--- config.mk ---
export PLATFORM = sky130hd
export DESIGN_NAME = wsg_top
export DESIGN_NICKNAME = d
export VERILOG_FILES = /design/src/wsg_pkg.sv /design/src/wsg_top.sv /design/src/wsg_counter.sv
export VERILOG_INCLUDE_DIRS = /design/src /design/src/src
export SDC_FILE = /design/constraint.sdc
export NUM_CORES = 1
export LEC_CHECK = 0
export BUFFER_PORTS_ARGS = -buffer_cell sky130_fd_sc_hd__buf_4
export CAP_MARGIN = 20
export CELL_PAD_IN_SITES_DETAIL_PLACEMENT = 1
export CELL_PAD_IN_SITES_GLOBAL_PLACEMENT = 1
export CORE_UTILIZATION = 31
export DETAILED_ROUTE_END_ITERATION = 10
export PLACE_DENSITY = 0.77
export SETUP_SLACK_MARGIN = 0.4
export SLEW_MARGIN = 20
export SYNTH_ARGS = -nofsm -noshare
export SYNTH_HDL_FRONTEND = slang
export SYNTH_SLANG_ARGS = --single-unit
--- constraint.sdc ---
create_clock -name clock_i -period 1.6 [get_ports clock_i]
set_input_delay 0.32 -clock clock_i [delete_from_list [all_inputs] [get_ports clock_i]]
set_output_delay 0.32 -clock clock_i [all_outputs]
set_load 0.005 [all_outputs]
--- src/wsg_params.svh ---
// constants for the external wait-state generator
`ifndef WSG_PARAMS_SVH
`define WSG_PARAMS_SVH
`define WSG_ADDR_W 7
`define WSG_CFG_ADDR 7'h28
`define WSG_CTL_ADDR 7'h2b
`define WSG_CFG_RESET 16'h7fff
`define WSG_CTL_RESET 16'h0000
`define WSG_PRS_BIT 15
`define WSG_IO_LSB 12
`define WSG_DHI_LSB 9
`define WSG_DLO_LSB 6
`define WSG_PHI_LSB 3
`define WSG_PLO_LSB 0
`define WSG_DBL_BIT 0
`define WSG_DBL_RESET 1'b0
`define WSG_DATA_HI_BIT 15
`define WSG_XPROG_HI_BIT 22
`define WSG_CNT_W 4
`define WSG_CNT_ZERO 4'h0
`define WSG_CNT_ONE 4'h1
`define WSG_CNT_MAX 4'he
`define WSG_ALL_ZERO_MASK 16'h7fff
`endif

--- src/wsg_pkg.sv ---
// types for the external wait-state generator
package wsg_pkg;
   typedef enum logic [1:0] {WSG_SPACE_PROG = 2'h0, WSG_SPACE_DATA = 2'h1, WSG_SPACE_IO = 2'h2} wsg_space_e;
   typedef enum logic [1:0] {WSG_IDLE = 2'h0, WSG_WAIT = 2'h1, WSG_READY = 2'h3} wsg_state_e;
   typedef logic [3:0] wsg_cnt_t;
endpackage : wsg_pkg

--- src/wsg_top.sv ---
// external bus wait-state generator with its two registers
`timescale 1ns/1ps
`include "wsg_params.svh"
module wsg_top
   import wsg_pkg::*;
(
   // clock and reset
   input wire logic clock_i,
   input wire logic srst_i,
   // memory-mapped register port
   input wire logic [`WSG_ADDR_W-1:0] mmr_addr_i,
   input wire logic mmr_wr_i,
   input wire logic mmr_rd_i,
   input wire logic [15:0] mmr_wdata_i,
   output logic [15:0] mmr_rdata_o,
   // external access request from the core
   input wire logic acc_start_i,
   input wire wsg_space_e acc_space_i,
   input wire logic [22:0] acc_addr_i,
   // external ready pin
   input wire logic ready_i,
   // completion
   output logic acc_busy_o,
   output logic acc_done_o
);
   logic [15:0] wait_state_config_reg;
   logic wait_count_doubler_reg;
   logic ready_meta_reg;
   logic ready_sync_reg;
   wsg_state_e state_reg;
   wsg_cnt_t count;
   wsg_cnt_t load_val;
   logic clk_en;
   logic load;
   logic [2:0] base;

   // ************************************************
   // field decode
   // ************************************************
   function automatic logic [2:0] field_at(input logic [15:0] cfg, input int lsb);
      field_at = cfg[lsb +: 3];
   endfunction : field_at

   always_comb
   begin
      base = field_at(wait_state_config_reg, `WSG_IO_LSB);
      unique case (acc_space_i)
         WSG_SPACE_IO: base = field_at(wait_state_config_reg, `WSG_IO_LSB);
         WSG_SPACE_DATA: base = acc_addr_i[`WSG_DATA_HI_BIT] ? field_at(wait_state_config_reg, `WSG_DHI_LSB)
                                : field_at(wait_state_config_reg, `WSG_DLO_LSB);
         WSG_SPACE_PROG:
         begin
            // range select chooses which address bit splits program space
            if (wait_state_config_reg[`WSG_PRS_BIT])
               base = acc_addr_i[`WSG_XPROG_HI_BIT] ? field_at(wait_state_config_reg, `WSG_PHI_LSB)
                      : field_at(wait_state_config_reg, `WSG_PLO_LSB);
            else
               base = acc_addr_i[`WSG_DATA_HI_BIT] ? field_at(wait_state_config_reg, `WSG_PHI_LSB)
                      : field_at(wait_state_config_reg, `WSG_PLO_LSB);
         end
         default: base = field_at(wait_state_config_reg, `WSG_IO_LSB);
      endcase
      // doubling is a shift; 7 doubled is the fourteen-cycle ceiling
      load_val = wait_count_doubler_reg ? {base, 1'b0} : {1'b0, base};
   end

   // ************************************************
   // registers
   // ************************************************
   always_ff @(posedge clock_i)
   begin
      if (srst_i)
         wait_state_config_reg <= `WSG_CFG_RESET;
      else if (mmr_wr_i && mmr_addr_i == `WSG_CFG_ADDR)
         wait_state_config_reg <= mmr_wdata_i;
   end

   always_ff @(posedge clock_i)
   begin
      if (srst_i)
         wait_count_doubler_reg <= `WSG_DBL_RESET;
      else if (mmr_wr_i && mmr_addr_i == `WSG_CTL_ADDR)
         wait_count_doubler_reg <= mmr_wdata_i[`WSG_DBL_BIT];
   end

   always_ff @(posedge clock_i)
   begin
      if (srst_i)
         mmr_rdata_o <= 16'h0000;
      else if (mmr_rd_i)
      begin
         if (mmr_addr_i == `WSG_CFG_ADDR)
            mmr_rdata_o <= wait_state_config_reg;
         else if (mmr_addr_i == `WSG_CTL_ADDR)
            mmr_rdata_o <= {15'h0000, wait_count_doubler_reg};
         else
            mmr_rdata_o <= 16'h0000;
      end
   end

   // ************************************************
   // ready synchroniser
   // ************************************************
   always_ff @(posedge clock_i)
   begin
      if (srst_i)
      begin
         ready_meta_reg <= 1'b0;
         ready_sync_reg <= 1'b0;
      end
      else
      begin
         ready_meta_reg <= ready_i;
         ready_sync_reg <= ready_meta_reg;
      end
   end

   // ************************************************
   // access sequencing
   // ************************************************
   // counter idles whenever every field is zero
   assign clk_en = (wait_state_config_reg & `WSG_ALL_ZERO_MASK) != 16'h0000;
   assign load = acc_start_i && state_reg == WSG_IDLE;

   wsg_counter u_counter (
      .clock_i(clock_i),
      .srst_i(srst_i),
      .clk_en_i(clk_en),
      .load_i(load),
      .load_val_i(load_val),
      .count_o(count)
   );

   always_ff @(posedge clock_i)
   begin
      if (srst_i)
      begin
         state_reg <= WSG_IDLE;
         acc_busy_o <= 1'b0;
         acc_done_o <= 1'b0;
      end
      else
      begin
         acc_done_o <= 1'b0;
         unique case (state_reg)
            WSG_IDLE:
               if (acc_start_i)
               begin
                  acc_busy_o <= 1'b1;
                  state_reg <= (clk_en && load_val != `WSG_CNT_ZERO) ? WSG_WAIT : WSG_READY;
               end
            WSG_WAIT:
               if (count == `WSG_CNT_ONE)
                  state_reg <= WSG_READY;
            WSG_READY:
               if (ready_sync_reg)
               begin
                  state_reg <= WSG_IDLE;
                  acc_busy_o <= 1'b0;
                  acc_done_o <= 1'b1;
               end
            default: state_reg <= WSG_IDLE;
         endcase
      end
   end

   // ************************************************
   // checks
   // ************************************************
   // judged only on the first edge out of reset; the very first edge has no history to trust
   chk_reset_sevens: assert property (@(posedge clock_i)
      !srst_i && $past(srst_i) |-> wait_state_config_reg == `WSG_CFG_RESET)
      else $error("config not seven waits after reset");
   chk_ctl_reserved: assert property (@(posedge clock_i) disable iff (srst_i)
      $past(mmr_rd_i) && $past(mmr_addr_i) == `WSG_CTL_ADDR |-> mmr_rdata_o[15:1] == 15'h0000)
      else $error("control reserved bits not zero");
   chk_max_fourteen: assert property (@(posedge clock_i) disable iff (srst_i) count <= `WSG_CNT_MAX)
      else $error("wait count above fourteen");
   chk_ready_hold: assert property (@(posedge clock_i) disable iff (srst_i)
      state_reg == WSG_READY && !ready_sync_reg |=> !acc_done_o && acc_busy_o)
      else $error("access ended without ready");
   chk_idle_gate: assert property (@(posedge clock_i) disable iff (srst_i)
      !clk_en && $past(!clk_en) |-> $stable(count))
      else $error("counter moved while gated");
   chk_double_load: assert property (@(posedge clock_i) disable iff (srst_i)
      load && clk_en && wait_count_doubler_reg |=> count == {$past(base), 1'b0})
      else $error("doubled count wrong");
   chk_io_field: assert property (@(posedge clock_i) disable iff (srst_i)
      acc_space_i == WSG_SPACE_IO |-> base == wait_state_config_reg[`WSG_IO_LSB +: 3])
      else $error("io field not used");
   chk_wait_len: assert property (@(posedge clock_i) disable iff (srst_i)
      state_reg == WSG_IDLE && acc_start_i && clk_en && load_val == 4'h3 |=> state_reg == WSG_WAIT [*3] ##1 state_reg == WSG_READY)
      else $error("wait length wrong");
endmodule : wsg_top

--- src/wsg_counter.sv ---
// wait-state down counter with gated enable
`timescale 1ns/1ps
`include "wsg_params.svh"
module wsg_counter
   import wsg_pkg::*;
(
   // clock and reset
   input wire logic clock_i,
   input wire logic srst_i,
   // control
   input wire logic clk_en_i,
   input wire logic load_i,
   input wire wsg_cnt_t load_val_i,
   // status
   output wsg_cnt_t count_o
);
   always_ff @(posedge clock_i)
   begin
      if (srst_i)
         count_o <= `WSG_CNT_ZERO;
      else if (clk_en_i)
      begin
         // enable gating stands in for a clock gate when all fields are zero
         if (load_i)
            count_o <= load_val_i;
         else if (count_o != `WSG_CNT_ZERO)
            count_o <= count_o - `WSG_CNT_ONE;
      end
   end
endmodule : wsg_counter

==> impl_metrics.json <==
{
  "power.leakage_nw": 1.18,
  "worst_ir_drop_vdd_uv": 345,
  "vias_in_the_first_global_route": 1861,
  "final_max_slew_viol_count": 0,
  "cap_viol_max_count": 0,
  "synth-seq-cells": 43,
  "io_pins": 72,
  "placement_rows": 28,
  "antenna-diode-count": 0,
  "ys_async_sr_fraction_pct": 0,
  "final_cell_area_um2": 2680,
  "cts.sink_count": 43,
  "yosys_warnings": 0,
  "initialDrtViolationCount": 65,
  "setup-violations-final": 1,
  "routed_wirelength_mm": 5.36,
  "synthToLayoutAreaGrowth_pct": 38.7,
  "post_dp_area_um2": 2510,
  "vias_per_cell": 4.99,
  "clkTransAtPathRegs_ns": 0.08,
  "remaining_drc_errors": 0,
  "fin_util_pct": 44.9,
  "worst_path_dominant_cell_family": "multiplexers",
  "ys_top_cells_by_area": "sky130_fd_sc_hd__dfxtp_1 (45%), sky130_fd_sc_hd__nand2_1 (7.8%), sky130_fd_sc_hd__nand3b_1 (6.6%)",
  "kind_of_path_behind_the_tightest_hold_check": "primary input to flop",
  "fillerInstances": 714,
  "hold_buffers": 0,
  "port_buffers": 50,
  "grt_start_max_net_pins": 42,
  "dieHeight_um": 80.9,
  "outcome": "finished with violations",
  "detailedPlacementHpwl_mm": 3.79,
  "synth_edf_count": 0,
  "yosysMostFrequentCell": "sky130_fd_sc_hd__dfxtp_1",
  "ys_seq_area_share_pct": 44.6,
  "design.final.nets": 350,
  "worst-endpoint-required_ns": 1.83,
  "grt_first_pass_wirelength_mm": 8.83,
  "coreArea_um2": 5960,
  "cts-htree-levels": 2,
  "final_critical_path_setup_slack_ns": -0.0382,
  "synth-main-ff-cell": "sky130_fd_sc_hd__dfxtp_1",
  "synth_top_cell_area_share_pct": 44.6,
  "clk_latency_ns": 0.30,
  "cts.root.buffer_cell": "sky130_fd_sc_hd__clkbuf_8",
  "grt_use_total_pct": 17.6,
  "avgSynthCellArea_um2": 8.28,
  "worst_slew_margin_rel_pct": 73.7,
  "count_of_buffering_cells_on_the_critical_path_with_inverters_included": 0,
  "worst_setup_skew_after_layout_ns": 0.00658,
  "dp.cells": 355,
  "drt_first_pass_iters": 2,
  "crit_path_top_delay_cell": "sky130_fd_sc_hd__o311a_1",
  "rsz0062_at_grt": "true",
  "worst_setup_path_end_kind": "flop",
  "worstPathArrival_ns": 1.87,
  "cp_slowest_stage_delay_ns": 0.40,
  "drtAntennaViolNets": 0,
  "tightestPinTransition_ns": 0.395,
  "crit_path_cell_trace": "mux2i_4, mux2i_2, o221ai_2, o311a_1, nor3_2",
  "cts_max_path_buffers": 2,
  "yosys-top-cells-count": "sky130_fd_sc_hd__dfxtp_1 (43), sky130_fd_sc_hd__nand2_1 (40), sky130_fd_sc_hd__nor2_1 (30)",
  "gp_congestion": 0.735,
  "die_x_um": 80.9,
  "achievable-frequency_mhz": 610,
  "setup.worst_path.start_class": "flop",
  "antenna_found_initial": 0,
  "total_number_of_vias": 1837,
  "initial_core_util_pct": 32.4,
  "timing.setup.critical_path_class": "flop to flop",
  "die-area_um2": 6540,
  "violated_checks": "negative setup slack",
  "tritoncts.num_buffers": 5,
  "detail_route.wl_per_cell_um": 14.6,
  "layout.cells.non_filler": 368,
  "layout-drive-gt1-share_pct": 34.1,
  "crit_fanout": 3,
  "period_minus_slack_ns": 1.64,
  "layout_worst_path_cycle_share_pct": 102,
  "netlist.top_cell.by_area": "sky130_fd_sc_hd__dfxtp_1",
  "syn-instance-count": 233,
  "syn_area_um2": 1930,
  "synth_nets": 290,
  "globalRouteOverflowTotal": 0,
  "worst_hold_slack_ns": 0.231,
  "cts_tree": "yes",
  "p_per_area_nw_per_um2": 879,
  "timing.final.hold_violations": 0,
  "synthDistinctLibCells": 32
}
==> metrics by stage <==
step                      total power, mW  worst slack, ns  setup TNS [ns]
final                                2.35          -0.0382         -0.0382
after global routing                 2.49           -0.102          -0.197
after CTS                            2.37          -0.0242         -0.0242
after detailed placement             1.65          -0.0496         -0.0496
after global placement               1.63          0.00429               0
after floorplan                      1.49            0.124               0
==> power by group <==
| group | total, mW | switching, mW | internal, mW | leakage [nW] |
|---|---|---|---|---|
| combinational | 0.467 | 0.230 | 0.237 | 0.785 |
| clock | 0.708 | 0.369 | 0.339 | 0.0470 |
| sequential | 1.17 | 0.0545 | 1.12 | 0.350 |
| total | 2.35 | 0.654 | 1.70 | 1.18 |
==> worst register-to-register path: cells and delay by family (launching register included) <==
kind	cells	cell delay, ns
mux	2	0.56
compound gates	2	0.54
flops	1	0.37
simple gates	1	0.10
==> path summary, 6_finish.rpt <==
kind	start	slack (ns)	to	depth (start not counted)
setup / recovery	wait_state_config_reg[15]$_SDFFE_PP0P_	-0.04	state_reg[1]$_SDFFE_PP0P_	5
hold / removal	mmr_wdata_i[5]	0.23	wait_state_config_reg[5]$_SDFFE_PP1P_	3
setup reg to reg	wait_state_config_reg[15]$_SDFFE_PP0P_	-0.04	state_reg[1]$_SDFFE_PP0P_	5
hold reg to reg	ready_meta_reg$_SDFF_PP0_	0.45	ready_sync_reg$_SDFF_PP0_	1
==> area by class of cell <==
cell class / count / area [um2] / area share [%]
Clock buffer: 6 / 82.6 / 3.09
Clock inverter: 1 / 5.00 / 0.187
Inverter: 2 / 7.51 / 0.281
Multi-Input combinational cell: 176 / 1090 / 40.8
Sequential cell: 43 / 868 / 32.5
Tap cell: 75 / 93.8 / 3.51
Timing Repair Buffer: 65 / 526 / 19.6
==> layer usage <==
metal / vias to the layer above / wire [um] / global-route usage, %
met5: - / 0 / 0
met2: 42 / 2580 / 29.5
li1: 910 / - / -
met4: 0 / 65 / 5.71
met3: 8 / 247 / 3.93
met1: 877 / 2470 / 22.2
==> what timing repair did <==
| action | 4_1_cts | 5_1_grt |
|---|---|---|
| pin swaps | 4 | 3 |
| setup buffers | 4 | 2 |
| endpoints found under the hold margin | 0 | 0 |
| setup endpoints to repair | 5 | 29 |
| resized for setup | 4 | 7 |
==> cells in the final DEF, fill, tap and decap left out, types with 2 or more instances in the layout <==
master / Yosys / routed
sky130_fd_sc_hd__a21oi_1: 23 / 14
sky130_fd_sc_hd__a21oi_2: 0 / 9
sky130_fd_sc_hd__a311oi_1: 2 / 2
sky130_fd_sc_hd__a31oi_1: 3 / 3
sky130_fd_sc_hd__buf_12: 0 / 3
sky130_fd_sc_hd__buf_4: 0 / 62
sky130_fd_sc_hd__clkbuf_8: 0 / 6
sky130_fd_sc_hd__dfxtp_1: 43 / 39
sky130_fd_sc_hd__dfxtp_2: 0 / 3
sky130_fd_sc_hd__ha_1: 3 / 3
sky130_fd_sc_hd__inv_1: 2 / 2
sky130_fd_sc_hd__mux2i_1: 7 / 6
sky130_fd_sc_hd__nand2_1: 40 / 40
sky130_fd_sc_hd__nand2b_1: 3 / 3
sky130_fd_sc_hd__nand3_1: 4 / 3
sky130_fd_sc_hd__nand3b_1: 17 / 17
sky130_fd_sc_hd__nand4_1: 2 / 2
sky130_fd_sc_hd__nor2_1: 30 / 30
sky130_fd_sc_hd__nor2b_1: 19 / 19
sky130_fd_sc_hd__nor3_1: 2 / 2
sky130_fd_sc_hd__nor4_2: 0 / 2
sky130_fd_sc_hd__o221ai_2: 3 / 3
==> kinds of logic after synthesis <==
group                    count (synthesis)  share of synthesized area [%]
AO/OA/AOI/OAI                           35                           11.7
XOR/XNOR                                 1                          0.454
adder cells (fa/ha/maj)                  3                           1.95
buffers and inverters                   14                           2.85
flip-flops                              43                           44.6
multiplexers                             8                           4.34
AND/OR/NAND/NOR                        129                           34.1
(Power assumes the default switching activity.)
